File: config.mk
export PLATFORM = sky130hd
export DESIGN_NAME = oob_host_ctrl
export DESIGN_NICKNAME = d
export VERILOG_FILES = /design/src/hw/oob_host_pkg.sv /design/src/hw/oob_host_ctrl.sv /design/src/hw/oob_burst_detect.sv
export SDC_FILE = /design/constraint.sdc
export NUM_CORES = 1
export LEC_CHECK = 0
export ABC_CLOCK_PERIOD_IN_PS = 2700
export BUFFER_PORTS_ARGS = -buffer_cell sky130_fd_sc_hd__buf_4
export CAP_MARGIN = 30
export CORE_ASPECT_RATIO = 0.7
export CORE_UTILIZATION = 56
export CTS_BUF_LIST = sky130_fd_sc_hd__clkbuf_4
export CTS_CLUSTER_SIZE = 14
export DETAILED_ROUTE_END_ITERATION = 16
export PLACE_DENSITY = 0.73
export SLEW_MARGIN = 5
export SYNTH_ARGS = -nofsm -noshare
export SYNTH_HDL_FRONTEND = slang
export SYNTH_HIERARCHICAL = 1
export SYNTH_SLANG_ARGS = --single-unit
export TNS_END_PERCENT = 5
File: constraint.sdc
create_clock -name clock_i -period 2.7 [get_ports clock_i]
set_input_delay 0.405 -clock clock_i [delete_from_list [all_inputs] [get_ports clock_i]]
set_output_delay 0.405 -clock clock_i [all_outputs]
set_load 0.1 [all_outputs]
File: src/hw/oob_host_pkg.sv
// Purpose: Shared constants and types for the host-side out-of-band link bring-up.
// Assumes: A 25 MHz clock; the PHY turns a burst request into Gen1 burst patterns.
// Notes: Cycle counts are derived from the printed times in nanoseconds, and in microseconds for the ALIGN wait.
package oob_host_pkg;
  localparam real CLK_NS = 40.0;
  localparam real BURST_NS = 106.7;
  localparam real RESET_GAP_NS = 320.0;
  localparam real RESET_GAP_MIN_NS = 175.0;
  localparam real RESET_GAP_MAX_NS = 525.0;
  localparam real RESET_QUIET_NS = 525.0;
  localparam real WAKE_GAP_NS = 106.7;
  localparam real WAKE_GAP_MIN_NS = 35.0;
  localparam real WAKE_GAP_MAX_NS = 175.0;
  localparam real ALIGN_WAIT_US = 873.8;
  localparam int BURST_CYC = int'($ceil(BURST_NS / CLK_NS));
  localparam int RESET_GAP_CYC = int'($ceil(RESET_GAP_NS / CLK_NS));
  localparam int RESET_GAP_MIN_CYC = int'($ceil(RESET_GAP_MIN_NS / CLK_NS));
  localparam int RESET_GAP_MAX_CYC = int'($floor(RESET_GAP_MAX_NS / CLK_NS));
  localparam int RESET_QUIET_CYC = int'($ceil(RESET_QUIET_NS / CLK_NS));
  localparam int WAKE_GAP_CYC = int'($ceil(WAKE_GAP_NS / CLK_NS));
  localparam int WAKE_GAP_MIN_CYC = int'($ceil(WAKE_GAP_MIN_NS / CLK_NS));
  localparam int WAKE_GAP_MAX_CYC = int'($floor(WAKE_GAP_MAX_NS / CLK_NS));
  localparam int ALIGN_WAIT_CYC_DEF = int'($ceil(ALIGN_WAIT_US * 1000.0 / CLK_NS));
  localparam logic [2:0] SEND_BURSTS = 3'h6;
  localparam logic [2:0] DETECT_BURSTS = 3'h4;
  localparam logic [1:0] NONALIGN_RUN = 2'h3;
  localparam logic [1:0] SPEED_LOWEST = 2'h0;
  typedef enum logic [3:0] {
    ST_RESET,
    ST_QUIET,
    ST_WAIT_INIT,
    ST_WAKE,
    ST_WAIT_WAKE,
    ST_WAIT_ALIGN,
    ST_SEND_ALIGN,
    ST_LINK_UP,
    ST_HALT
  } state_t;
endpackage

File: src/hw/oob_host_ctrl.sv
// Purpose: Host-side out-of-band signalling and link bring-up for a serial ATA link.
// Assumes: PHY sends a Gen1 burst while tx_burst_o is high; primitives arrive on clock_i.
// Notes: rx_burst_i is a squelch level from the line and is synchronised here.
`timescale 1ns/100ps
module oob_host_ctrl
  import oob_host_pkg::*;
#(
  parameter int ALIGN_WAIT_CYC = ALIGN_WAIT_CYC_DEF
) (
  input wire logic clock_i,
  input wire logic srst_i,
  input wire logic hard_reset_i,
  input wire logic stop_i,
  input wire logic rx_burst_i,
  input wire logic rx_prim_valid_i,
  input wire logic rx_prim_align_i,
  input wire logic [1:0] rx_speed_i,
  output logic tx_burst_o,
  output logic tx_d102_o,
  output logic tx_align_o,
  output logic [1:0] tx_speed_o,
  output logic link_up_o
);
  state_t state;
  logic line_meta;
  logic line_sync;
  logic [4:0] tick;
  logic [2:0] burst_cnt;
  logic [14:0] wait_cnt;
  logic [1:0] nonalign_cnt;
  logic [1:0] speed_seen;
  logic [4:0] idle_run;
  logic init_det;
  logic init_release;
  logic wake_release;
  logic det_clear;
  logic align_seen;
  logic nonalign_seen;
  logic woken;
  logic [4:0] gap_end;

  assign det_clear = (state == ST_RESET);
  assign align_seen = rx_prim_valid_i & rx_prim_align_i;
  assign nonalign_seen = rx_prim_valid_i & ~rx_prim_align_i;
  assign woken = (state != ST_RESET) && (state != ST_QUIET) && (state != ST_WAKE);
  assign gap_end = (state == ST_RESET) ? 5'(RESET_GAP_CYC - 1) : 5'(WAKE_GAP_CYC - 1);

  //////////////////////////////////////////////////////////////////////////////////////////
  always_ff @(posedge clock_i) begin
    if (srst_i) begin
      line_meta <= 1'b0;
      line_sync <= 1'b0;
    end else begin
      line_meta <= rx_burst_i;
      line_sync <= line_meta;
    end
  end

  oob_burst_detect #(.GAP_MIN(RESET_GAP_MIN_CYC), .GAP_MAX(RESET_GAP_MAX_CYC)) init_detect (
    .clock_i(clock_i),
    .srst_i(srst_i),
    .clear_i(det_clear),
    .line_i(line_sync),
    .det_o(init_det),
    .release_o(init_release)
  );

  oob_burst_detect #(.GAP_MIN(WAKE_GAP_MIN_CYC), .GAP_MAX(WAKE_GAP_MAX_CYC)) wake_detect (
    .clock_i(clock_i),
    .srst_i(srst_i),
    .clear_i(det_clear),
    .line_i(line_sync),
    .det_o(),
    .release_o(wake_release)
  );

  //////////////////////////////////////////////////////////////////////////////////////////
  always_ff @(posedge clock_i) begin
    if (srst_i) begin
      state <= ST_RESET;
      tick <= 5'h00;
      burst_cnt <= 3'h0;
      tx_burst_o <= 1'b0;
      wait_cnt <= 15'h0000;
    end else if (hard_reset_i && state != ST_RESET) begin
      state <= ST_RESET;
      tick <= 5'h00;
      burst_cnt <= 3'h0;
      tx_burst_o <= 1'b0;
    end else if (init_release && woken) begin
      state <= ST_WAKE;
      tick <= 5'h00;
      burst_cnt <= 3'h0;
      tx_burst_o <= 1'b0;
    end else begin
      unique case (state)
        ST_RESET, ST_WAKE: begin
          if (tx_burst_o) begin
            if (tick == 5'(BURST_CYC - 1)) begin
              tx_burst_o <= 1'b0;
              tick <= 5'h00;
              if (burst_cnt != 3'h7) begin
                burst_cnt <= burst_cnt + 3'h1;
              end
            end else begin
              tick <= tick + 5'h01;
            end
          end else if (state == ST_RESET && burst_cnt >= SEND_BURSTS && !hard_reset_i) begin
            state <= ST_QUIET;
            tick <= 5'h00;
          end else if (state == ST_WAKE && burst_cnt == SEND_BURSTS) begin
            state <= ST_WAIT_WAKE;
          end else if (tick == gap_end) begin
            tx_burst_o <= 1'b1;
            tick <= 5'h00;
          end else begin
            tick <= tick + 5'h01;
          end
        end
        ST_QUIET: begin
          if (tick == 5'(RESET_QUIET_CYC - 1)) begin
            state <= ST_WAIT_INIT;
          end else begin
            tick <= tick + 5'h01;
          end
        end
        ST_WAIT_INIT: begin
          if (init_release) begin
            state <= ST_WAKE;
            tick <= 5'h00;
            burst_cnt <= 3'h0;
          end
        end
        ST_WAIT_WAKE: begin
          if (wake_release) begin
            state <= ST_WAIT_ALIGN;
            wait_cnt <= 15'h0000;
          end
        end
        ST_WAIT_ALIGN: begin
          if (align_seen) begin
            state <= ST_SEND_ALIGN;
          end else if (wait_cnt == 15'(ALIGN_WAIT_CYC - 1)) begin
            state <= stop_i ? ST_HALT : ST_RESET;
            tick <= 5'h00;
            burst_cnt <= 3'h0;
          end else begin
            wait_cnt <= wait_cnt + 15'h0001;
          end
        end
        ST_SEND_ALIGN: begin
          if (nonalign_seen && nonalign_cnt == NONALIGN_RUN - 2'h1) begin
            state <= ST_LINK_UP;
          end
        end
        ST_LINK_UP, ST_HALT: begin
          state <= state;
        end
      endcase
    end
  end

  //////////////////////////////////////////////////////////////////////////////////////////
  always_ff @(posedge clock_i) begin
    if (srst_i || state != ST_SEND_ALIGN) begin
      nonalign_cnt <= 2'h0;
    end else if (align_seen) begin
      nonalign_cnt <= 2'h0;
    end else if (nonalign_seen && nonalign_cnt != NONALIGN_RUN) begin
      nonalign_cnt <= nonalign_cnt + 2'h1;
    end
  end

  always_ff @(posedge clock_i) begin
    if (srst_i) begin
      speed_seen <= SPEED_LOWEST;
    end else if (state == ST_WAIT_ALIGN && align_seen) begin
      speed_seen <= rx_speed_i;
    end
  end

  always_ff @(posedge clock_i) begin
    if (srst_i) begin
      tx_d102_o <= 1'b0;
      tx_align_o <= 1'b0;
      tx_speed_o <= SPEED_LOWEST;
      link_up_o <= 1'b0;
    end else begin
      tx_d102_o <= (state == ST_WAIT_ALIGN);
      tx_align_o <= (state == ST_SEND_ALIGN) || (state == ST_LINK_UP);
      tx_speed_o <= (state == ST_SEND_ALIGN || state == ST_LINK_UP) ? speed_seen : SPEED_LOWEST;
      link_up_o <= (state == ST_LINK_UP);
    end
  end

  always_ff @(posedge clock_i) begin
    if (srst_i || tx_burst_o) begin
      idle_run <= 5'h00;
    end else if (idle_run != 5'h1F) begin
      idle_run <= idle_run + 5'h01;
    end
  end

  //////////////////////////////////////////////////////////////////////////////////////////
  burst_length_a: assert property (@(posedge clock_i) disable iff (srst_i || hard_reset_i)
    $rose(tx_burst_o) |-> tx_burst_o[*3] ##1 !tx_burst_o)
    else $error("Burst length is not three cycles.");
  reset_gap_a: assert property (@(posedge clock_i) disable iff (srst_i || hard_reset_i)
    ($fell(tx_burst_o) && state == ST_RESET) |-> (!tx_burst_o)[*8])
    else $error("Reset idle gap shorter than eight cycles.");
  wake_gap_a: assert property (@(posedge clock_i) disable iff (srst_i || hard_reset_i)
    ($fell(tx_burst_o) && state == ST_WAKE && burst_cnt != SEND_BURSTS) |->
      (!tx_burst_o)[*3] ##1 tx_burst_o)
    else $error("Wake idle gap is not three cycles.");
  six_bursts_a: assert property (@(posedge clock_i) disable iff (srst_i)
    $rose(state == ST_QUIET) |-> burst_cnt >= SEND_BURSTS && !$past(hard_reset_i))
    else $error("Reset pattern ended before six bursts.");
  quiet_after_a: assert property (@(posedge clock_i) disable iff (srst_i)
    $rose(state == ST_WAIT_INIT) |-> idle_run >= 5'(RESET_QUIET_CYC))
    else $error("Line not idle long enough after reset pattern.");
  hold_reset_a: assert property (@(posedge clock_i) disable iff (srst_i)
    hard_reset_i |=> state == ST_RESET)
    else $error("System reset did not hold the reset pattern.");
  ignore_device_a: assert property (@(posedge clock_i) disable iff (srst_i)
    (state == ST_RESET && $past(state == ST_RESET)) |-> !init_det && !init_release)
    else $error("Device signal seen during reset pattern.");
  lowest_rate_a: assert property (@(posedge clock_i) disable iff (srst_i)
    tx_d102_o |-> tx_speed_o == SPEED_LOWEST && !tx_align_o)
    else $error("D10.2 sent above the lowest rate.");
  align_reply_a: assert property (@(posedge clock_i) disable iff (srst_i)
    (state == ST_WAIT_ALIGN && align_seen && !hard_reset_i && !init_release) |->
      ##2 tx_align_o && tx_speed_o == $past(rx_speed_i, 2))
    else $error("ALIGN not returned at the received speed.");
  align_timeout_a: assert property (@(posedge clock_i) disable iff (srst_i)
    (state == ST_WAIT_ALIGN && wait_cnt == 15'(ALIGN_WAIT_CYC - 1) && !align_seen &&
      !hard_reset_i && !init_release && !stop_i) |=> state == ST_RESET)
    else $error("No restart after ALIGN wait expired.");
  link_up_a: assert property (@(posedge clock_i) disable iff (srst_i)
    (state == ST_SEND_ALIGN && nonalign_seen && nonalign_cnt == 2'h2 && !hard_reset_i &&
      !init_release) |-> ##2 link_up_o)
    else $error("Link not up after three non-ALIGN primitives.");

  link_up_c: cover property (@(posedge clock_i) disable iff (srst_i) $rose(link_up_o));
  restart_c: cover property (@(posedge clock_i) disable iff (srst_i)
    state == ST_WAIT_ALIGN ##1 state == ST_RESET);
  init_seen_c: cover property (@(posedge clock_i) disable iff (srst_i) init_release);
  wake_seen_c: cover property (@(posedge clock_i) disable iff (srst_i)
    state == ST_WAIT_WAKE && wake_release);
endmodule

File: src/hw/oob_burst_detect.sv
// Purpose: Recognises four bursts whose idle gaps lie in a window, and its release.
// Assumes: The line input is already synchronised to clock_i.
// Notes: A gap outside the window restarts the count at the burst that ended it.
`timescale 1ns/100ps
module oob_burst_detect
  import oob_host_pkg::*;
#(
  parameter int GAP_MIN = 1,
  parameter int GAP_MAX = 4
) (
  input wire logic clock_i,
  input wire logic srst_i,
  input wire logic clear_i,
  input wire logic line_i,
  output logic det_o,
  output logic release_o
);
  logic prev;
  logic [4:0] gap_cnt;
  logic [2:0] burst_cnt;
  logic rise;

  assign rise = line_i & ~prev;
  assign det_o = (burst_cnt == DETECT_BURSTS);

  always_ff @(posedge clock_i) begin
    if (srst_i) begin
      prev <= 1'b0;
      gap_cnt <= 5'h00;
    end else begin
      prev <= line_i;
      if (line_i) begin
        gap_cnt <= 5'h00;
      end else if (gap_cnt != 5'h1F) begin
        gap_cnt <= gap_cnt + 5'h01;
      end
    end
  end

  always_ff @(posedge clock_i) begin
    if (srst_i || clear_i) begin
      burst_cnt <= 3'h0;
      release_o <= 1'b0;
    end else begin
      release_o <= 1'b0;
      if (rise) begin
        if (gap_cnt >= 5'(GAP_MIN) && gap_cnt <= 5'(GAP_MAX) && burst_cnt != 3'h0) begin
          if (burst_cnt != DETECT_BURSTS) begin
            burst_cnt <= burst_cnt + 3'h1;
          end
        end else begin
          burst_cnt <= 3'h1;
        end
      end else if (!line_i && gap_cnt == 5'(GAP_MAX + 1)) begin
        burst_cnt <= 3'h0;
        release_o <= det_o;
      end
    end
  end

  //////////////////////////////////////////////////////////////////////////////////////////
  count_four_a: assert property (@(posedge clock_i) disable iff (srst_i)
    $rose(det_o) |-> $past(burst_cnt) == 3'h3 && $past(rise))
    else $error("Pattern recognised without four bursts.");
  gap_reject_a: assert property (@(posedge clock_i) disable iff (srst_i)
    (rise && !clear_i && (gap_cnt < 5'(GAP_MIN) || gap_cnt > 5'(GAP_MAX))) |=>
      burst_cnt == 3'h1)
    else $error("Out-of-window gap did not restart the count.");
endmodule

Yosys cells after proc, flatten, opt, wreduce, memory -nomap -nowiden
Index checks and enable logic that the tools add are counted.
{ "word_totals": {"out_inout_bits": 6, "regBits": 58, "inputBits": 9, "word_cells": 190} }
{ "classes": {"n_reduce_logical": 46, "n_mux": 47, "n_eq_ne": 52, "add_sub_neg": 8, "n_lt_le_gt_ge": 5, "bitwise": 11} }
{ "op_table": {"columns": ["cell", "n"], "rows": [
  ["$mux W15", 3],
  ["$mux W3", 15],
  ["$mux W5", 9],
  ["$mux W4", 10],
  ["$ne A3 B3 Y1 const B", 10],
  ["$pmux W15 S2", 1],
  ["$ne A2 B2 Y1 const B", 12],
  ["$pmux W4 S6", 1],
  ["$pmux W5 S4", 1],
  ["$eq A4 B3 Y1 const B", 4],
  ["$logic_and A1 B1 Y1", 16],
  ["$reduce_and A8 Y1", 2],
  ["$add A15 B1 Y15 const B", 1],
  ["$add A5 B1 Y5 const B", 3],
  ["$eq A15 B15 Y1 const B", 1],
  ["$ne A4 B4 Y1 const B", 3],
  ["$reduce_and A6 Y1", 2],
  ["$reduce_or A2 Y1", 6],
  ["$eq A5 B4 Y1 const B", 2],
  ["$ne A5 B5 Y1 const B", 2],
  ["$add A3 B1 Y3 const B", 3],
  ["$eq A3 B3 Y1 const B", 3],
  ["$pmux W3 S3", 1],
  ["$reduce_bool A3 Y1", 3],
  ["30 further kinds", 55]
]} }

Longest topological paths before layout
Gate-level depths: netlist of the first run.
{ "depth": {"ltp_word": 8, "ltp_mapped": 9, "depth_no_buf": 7} }

Modules after synthesis
The synthesis of the first run kept the hierarchy.
{ "modules_own_cells": {"columns": ["mod", "n_inst", "cells_each", "seq_area_each_um2", "area_per_inst_um2"], "rows": [
  ["oob_host_ctrl", 1, 285, 780.7, 2361.0],
  ["oob_burst_detect at init_detect", 1, 66, 200.2, 608.1],
  ["oob_burst_detect at wake_detect", 1, 64, 200.2, 579.3]
]} }

Worst setup path before layout of the first run
OpenSTA, ideal clock, no wires.
{ "synth_path": {"path_type": "reg-to-reg", "from": "reg tx_burst_o", "to": "reg tick[2]", "path_buffers": 1, "setup_slack_ns": 0.228, "stages_incl_launch_ff": 7, "setup_time_ns": 0.086, "t_arrival_ns": 2.387, "synth_period_minus_slack_ns": 2.472, "required_time_ns": 2.614, "path_cell_list": "dfxtp_1 -> inv_1 -> a31oi_1 -> a21oi_1 -> clkbuf_1 -> or4_1 -> a211oi_1"} }
{ "synth_via": {"elab_chain_len": 2, "elab_cells_between_ends": 4, "cone_classes": "eq/ne: 1; mux: 2; reduce/logical: 1"} }
{ "synth_rtl": {"columns": ["element", "line_no", "text"], "rows": [
  ["start, declared", "oob_host_ctrl.sv:18", "output logic tx_burst_o,"],
  ["start signal, assigned", "oob_host_ctrl.sv:83", "tx_burst_o <= 1'b0;"],
  ["start signal, assigned", "oob_host_ctrl.sv:89", "tx_burst_o <= 1'b0;"],
  ["start signal, assigned", "oob_host_ctrl.sv:94", "tx_burst_o <= 1'b0;"],
  ["$ne A4 B4 Y1 (no source line) / $mux W5 (equally long branches)", null, null],
  ["$reduce_and A6 Y1 (no source line) / $pmux W5 S4 (equally long branches)", null, null],
  ["end signal, assigned", "oob_host_ctrl.sv:106", "tick <= tick + 5'h01;"],
  ["end signal, assigned", "oob_host_ctrl.sv:117", "tick <= tick + 5'h01;"],
  ["end signal, assigned", "oob_host_ctrl.sv:124", "tick <= tick + 5'h01;"],
  ["end, declared", "oob_host_ctrl.sv:27", "logic [4:0] tick;"]
]} }
Parallel ways exist; a longest one is shown, timed or not.
A chain may end at the register's enable or synchronous reset.

Final worst setup path of the first run
{ "layout_path": {"from": "reg state[2]", "to": "reg wait_cnt[5]"} }
{ "layout_via": {"elab_chain_len": 6, "elab_cells_between_ends": 17, "cone_classes": "eq/ne: 7; mux: 1; bitwise: 2; reduce/logical: 7"} }
{ "layout_rtl": {"columns": ["element", "line_no", "text"], "rows": [
  ["start, declared", "oob_host_ctrl.sv:24", "state_t state;"],
  ["start signal, assigned", "oob_host_ctrl.sv:144", "state <= stop_i ? ST_HALT : ST_RESET;"],
  ["start signal, assigned", "oob_host_ctrl.sv:157", "state <= state;"],
  ["$ne A4 B1 Y1 / $reduce_bool A4 Y1 (equally long branches)", "oob_host_ctrl.sv:45, oob_host_ctrl.sv:85", null],
  ["$logic_and A1 B1 Y1 (2 in series)", "oob_host_ctrl.sv:45", "assign woken = (state != ST_RESET) && (state != ST_QUIET) && (state != ST_WAKE);"],
  ["$logic_and A1 B1 Y1", "oob_host_ctrl.sv:90", "end else if (init_release && woken) begin"],
  ["$not A1 Y1 (no source line)", null, null],
  ["$reduce_and A6 Y1 (no source line)", null, null],
  ["end signal, assigned", "oob_host_ctrl.sv:148", "wait_cnt <= wait_cnt + 15'h0001;"],
  ["end, declared", "oob_host_ctrl.sv:29", "logic [14:0] wait_cnt;"]
]} }
Parallel ways exist; a longest one is shown, timed or not.

==> impl_metrics.ini, run 1 <==
[cells_and_area]
finish.instance_area_sq_um = 3930
multi_input_area_sq_um = 2180
ff_latch_area_sq_um = 1180
diodes = 0
drive_above_1_share_pct = 13.4
syn2layout_area_growth_pct = 10.6
nFillCells = 522
final_net_count = 466

[timing]
rsz0062_at_grt = no
setup_ws_ps = 234
finalSetupTns_ps = 0
final_hold_viol_count = 0
setup_viol = 0
fin_hold_ws_ps = 227
slew_headroom_pct = 52.4
fin_crit_sh_pct = 91.3
skew_ps = 14.7
fmax_mhz = 405
tightest_slew_ps = 715
fin_crit_ps = 2470
slew_viol_final = 0

[clocking]
numCtsBuffers = 9
h-tree-depth = 3
cts_max_path_buffers = 2
cts_hold_buf = 0
cts_resized = 0
cts_setup_buffers = 0
cts_sinks = 59
cts_tree = built
clk_pin_slew_ps = 100
clock_latency_ps = 400
cts-root-buf = clkbuf_4

[worst_setup_path]
crit_path_start_kind = register
critPathSlowestCell = or4_1
critPathRequiredTime_ps = 3020
cp_cell_sequence = or4b_4, a211oi_4, o2111ai_2, or4_1, a21oi_1
critical-path-top-delay-family = simple AND/OR/NAND/NOR gates
worst_setup_path_end_kind = register
max_stage_delay_ps = 630
critPathMaxFanout = 18
worstPathArrival_ps = 2790
crit_buf_inv = 0
worst-setup-path-type = register to register

[grt]
grt-ovfl-total = 0
grt_pass1_wl_mm = 12.9
grt_pass1_vias = 2681
grt.total_usage_pct = 24.4
grt_max_degree = 25
grt_antenna_before_repair = 0

[route]
antenna_left = 0
drt-pass1-iter-count = 7
drt_iter0_markers = 237
routedWlPerCell_um = 14.7
drc_errors = 0
routed_via_density = 6.08
wl_mm = 7.59
num_vias = 3131

[synthesis]
ys_async_sr_fraction_pct = 0
synth_area_sq_um = 3550
synth_cell_types = 71
ys_seq_area_share_pct = 33.3
synth-main-ff-cell = dfxtp_1
synth_edf_count = 0
ys_ff_latch = 59
syn_inst = 415
syn_area_per_cell_sq_um = 8.55
syn-num-nets = 446
ys_warn_count = 6

[die]
start_util_pct = 59.9
die_y_um = 68.6
pin_count = 15
fp.coreArea_sq_um = 5930
die_w_um = 97.1
rows = 23
dieArea_sq_um = 6660

[pwr]
leakage_nw = 1.46
irDropWorstVdd_mv = 0.291
power_density_nw_per_um2 = 435

[place]
io_buffers = 14
dp_hpwl_mm = 5.53
pre_cts_ws_ps = 148
dpl_cell_area_sq_um = 3770
gp_congestion = 0.854

[run_status]
outcome = completed

[worst_hold_path]
hp-class = input port to register

[run]
maxCapViolCount = 0
[where the power goes]
part	total, W	switching, W	leakage, nW	internal [W]
Clock	0.000699	0.000321	0.0815	0.000379
Sequential	0.000906	0.0000226	0.477	0.000883
Combinational	0.000101	0.0000524	0.905	0.0000482
Total	0.00171	0.000396	1.46	0.00131
[routing by layer]
layer	up-vias	part of all wire (%)	track usage [%]
li1	1584	-	-
met1	1475	52	33.7
met2	63	43	38.4
met3	9	4.2	5.44
met4	0	1.1	7.84
met5	-	0	0
[layout by cell type, fill, tap and decap left out, types with 9 or more instances in the layout]
cell	n
buf_4	28
inv_1	26
a21oi_1	29
nor3_1	12
nand3_1	9
o21ai_0	10
clkbuf_4	10
nor2b_1	12
dfxtp_1	59
nand2_1	23
nor2_1	35
ha_1	22
or4_1	16
mux2i_1	9
a211oi_1	9
o31ai_1	15
[area by class of cell]
| class | instances | area share [%] |
|---|---|---|
| inverters | 27 | 2.58 |
| flip-flops and latches | 59 | 30.1 |
| clock buffers | 10 | 1.91 |
| clock inverters | 6 | 2.04 |
| multi-input cells | 310 | 55.6 |
| repair buffers | 28 | 5.36 |
| well taps | 75 | 2.39 |
[synth_stat cells, types with 9 or more instances]
| cell | count | area (sq um) |
|---|---|---|
| a211oi_1 | 9 | 67.6 |
| a21oi_1 | 29 | 145 |
| clkbuf_1 | 14 | 52.6 |
| dfxtp_1 | 59 | 1180 |
| ha_1 | 22 | 275 |
| inv_1 | 26 | 97.6 |
| mux2i_1 | 9 | 90.1 |
| nand2_1 | 23 | 86.3 |
| nand3_1 | 9 | 45.0 |
| nor2_1 | 35 | 131 |
| nor2b_1 | 12 | 75.1 |
| nor3_1 | 12 | 60.1 |
| o21ai_0 | 10 | 50.1 |
| o31ai_1 | 15 | 113 |
| or4_1 | 16 | 120 |
[path summary, 6_finish.rpt]
kind                               startpoint       endpoint  slack (ps)  depth (start not counted)
worst max-delay path                 state[2]    wait_cnt[5]         230                          5
worst min register to register  speed_seen[0]  tx_speed_o[0]         450                          1
worst min-delay path               rx_burst_i      line_meta         230                          2
worst max register to register       state[2]    wait_cnt[5]         230                          5
[logic make-up (layout without fill, tap and decap cells)]
logic type	Yosys count	count (layout)	synth area share (%)
mux	10	10	2.86
fa+ha+maj	22	22	7.76
flops	59	59	33.3
compound gates	103	103	21.0
buf+inv	46	71	5.18
xor+xnor	7	7	1.73
simple gates	168	168	28.2
[stage by stage]
stage / instances / total power, W / utilization, %
CTS: 515 / 0.00173 / 66.2
finish: 515 / 0.00171 / 66.2
global placement: 499 / 0.00102 / 63.6
detailed placement: 499 / 0.00103 / 63.6
floorplan: 415 / 0.000991 / -
global route: 515 / 0.00178 / 66.2
[registers in the layout (all words and copies together), names as in the netlist]
name	count
wait_cnt	15
init_detect/gap_cnt	5
tick	5
wake_detect/gap_cnt	5
state	4
burst_cnt	3
init_detect/burst_cnt	3
wake_detect/burst_cnt	3
nonalign_cnt	2
speed_seen	2
tx_speed_o	2
init_detect/prev	1
init_detect/release_o	1
line_meta	1
line_sync	1
link_up_o	1
tx_align_o	1
tx_burst_o	1
tx_d102_o	1
wake_detect/prev	1
wake_detect/release_o	1
(Power assumes the default switching activity.)
==> run 2, diff against run 1 <==
--- a/config.mk
+++ b/config.mk
@@ -13,6 +13,7 @@
 export CTS_BUF_LIST = sky130_fd_sc_hd__clkbuf_4
 export CTS_CLUSTER_SIZE = 14
 export DETAILED_ROUTE_END_ITERATION = 16
+export GPL_TIMING_DRIVEN = 0
 export PLACE_DENSITY = 0.73
 export SLEW_MARGIN = 5
 export SYNTH_ARGS = -nofsm -noshare
==> run 2 against run 1 <==
Effect of this change: maximum frequency is 2.2% lower; combinational power hardly changed; worst hold slack worse by 13 ps; sequential power hardly changed; design area is 1.9% lower; via count is 1.6% higher; flip-flop and latch count stayed put; die area stayed put; clock power is 30% lower; utilization is 1.3 points lower; wire length is 7.2% higher; final cell count is 0.78% higher; highest routed layer unchanged.
==> impl_metrics.ini, run 2 (synthesized netlist as in run 1, its figures left out) <==
[run_status]
outcome = completed

[grt]
grt-ovfl-total = 0
grt.total_usage_pct = 25.8
grt_pass1_wl_mm = 13.6
grt_pass1_vias = 2863
grt_antenna_before_repair = 0
grt_max_degree = 14

[timing]
fin_crit_ps = 2520
setup_viol = 0
setup_ws_ps = 178
rsz0062_at_grt = no
fmax_mhz = 397
finalSetupTns_ps = 0
skew_ps = 7.50
fin_crit_sh_pct = 93.4
slew_viol_final = 0
fin_hold_ws_ps = 213
final_hold_viol_count = 0
tightest_slew_ps = 916
slew_headroom_pct = 38.1

[cells_and_area]
largest_reg_flops = 15
most-common-layout-cells = dfxtp_1 (59), nor2_1 (35), a21oi_1 (29)
diodes = 0
nFillCells = 514
syn2layout_area_growth_pct = 8.50
top_register = wait_cnt
final_net_count = 471
drive_above_1_share_pct = 10.8
final_common_cell = dfxtp_1

[worst_setup_path]
critPathRequiredTime_ps = 3000
worstPathArrival_ps = 2830
worst_setup_path_end_kind = register
r2r_start = state[2]
worst-r2r-cell-count = 7
critPathMaxFanout = 10
r2r-end = state[0]
crit_path_start_kind = register
r2r_slack_ps = 180
worst-setup-path-type = register to register

[clocking]
clock_latency_ps = 410
cts_max_path_buffers = 2
cts_tree = built
clk_pin_slew_ps = 90
cts_setup_buffers = 0
h-tree-depth = 3
cts_sinks = 59
numCtsBuffers = 9
cts-root-buf = clkbuf_4

[pwr]
irDropWorstVdd_mv = 0.293
leakage_nw = 1.41
total_power_w = 0.00150
power_density_nw_per_um2 = 389

[die]
die_w_um = 97.1
die_y_um = 68.6
start_util_pct = 59.9
pin_count = 15
fp.coreArea_sq_um = 5930
rows = 23
dieArea_sq_um = 6660

[route]
routed_via_density = 6.13
antenna_left = 0
wl_mm = 8.13
routedWlPerCell_um = 15.7
drt-pass1-iter-count = 7
drc_errors = 0
num_vias = 3181
drt_iter0_markers = 240

[place]
io_buffers = 14
dp_hpwl_mm = 5.92
pre_cts_ws_ps = 175
gp_congestion = 0.902

[worst_hold_path]
hp-class = input port to register
min_path_cells = 2
hold_end = line_meta
min_from = rx_burst_i

[run]
maxCapViolCount = 0
==> run 2: critical path: stages, from the launching register on <==
cell      delay [ps]
dfxtp_1          330
clkbuf_1         350
buf_1            410
nor3_1           110
o31a_1           120
a221oi_1         620
a211oi_1         170
a211oi_1         310
==> run 2: metrics by stage <==
stage	utilization, %	std cells	area [sq um]
after CTS	64.8	519	3840
after global placement	63.2	504	3750
final	64.9	519	3850
after detailed placement	63.2	504	3750
after floorplan	-	415	3550
after global routing	64.9	519	3850
==> run 2: how the worst max path moves through the flow <==
stage / start / endpoint / slack, ps / cells after the start
6_report: state[2] / state[0] / 180 / 7
4_1_cts: tick[1] / burst_cnt[0] / 190 / 6
5_1_grt: wait_cnt[1] / tick[0] / 60 / 8
3_3_place_gp: hard_reset_i / wait_cnt[7] / 240 / 8
3_5_place_dp: hard_reset_i / wait_cnt[7] / 170 / 8
2_1_floorplan: tx_burst_o / tick[2] / 230 / 6
==> run 2: power breakdown <==
part           switching [W]  internal (W)  leakage [nW]
sequential         0.0000224      0.000883         0.477
clock               0.000306      0.000182        0.0585
combinational      0.0000553     0.0000483         0.877
==> run 2: final cells by class <==
class | count | area [sq um] | share of cell area, %
Clock inverter | 5 | 21.3 | 0.552
Multi-Input combinational cell | 310 | 2190 | 56.9
Clock buffer | 10 | 75.1 | 1.95
Timing Repair Buffer | 14 | 105 | 2.73
Sequential cell | 59 | 1180 | 30.7
Inverter | 27 | 101 | 2.63
Buffer | 19 | 82.6 | 2.14
Tap cell | 75 | 93.8 | 2.44
==> run 2: routing by layer <==
| metal | wire length, um | GRT usage, % | up-vias |
|---|---|---|---|
| met2 | 3580 | 41.7 | 105 |
| li1 | - | - | 1589 |
| met5 | 0 | 0 | - |
| met3 | 505 | 5.85 | 14 |
| met1 | 3960 | 33.8 | 1473 |
| met4 | 95 | 11.2 | 0 |
==> run 2: repair_timing <==
item                       CTS  global route
hold buffers                 0             0
setup endpoints to repair    0             4
gates resized for setup      0             1
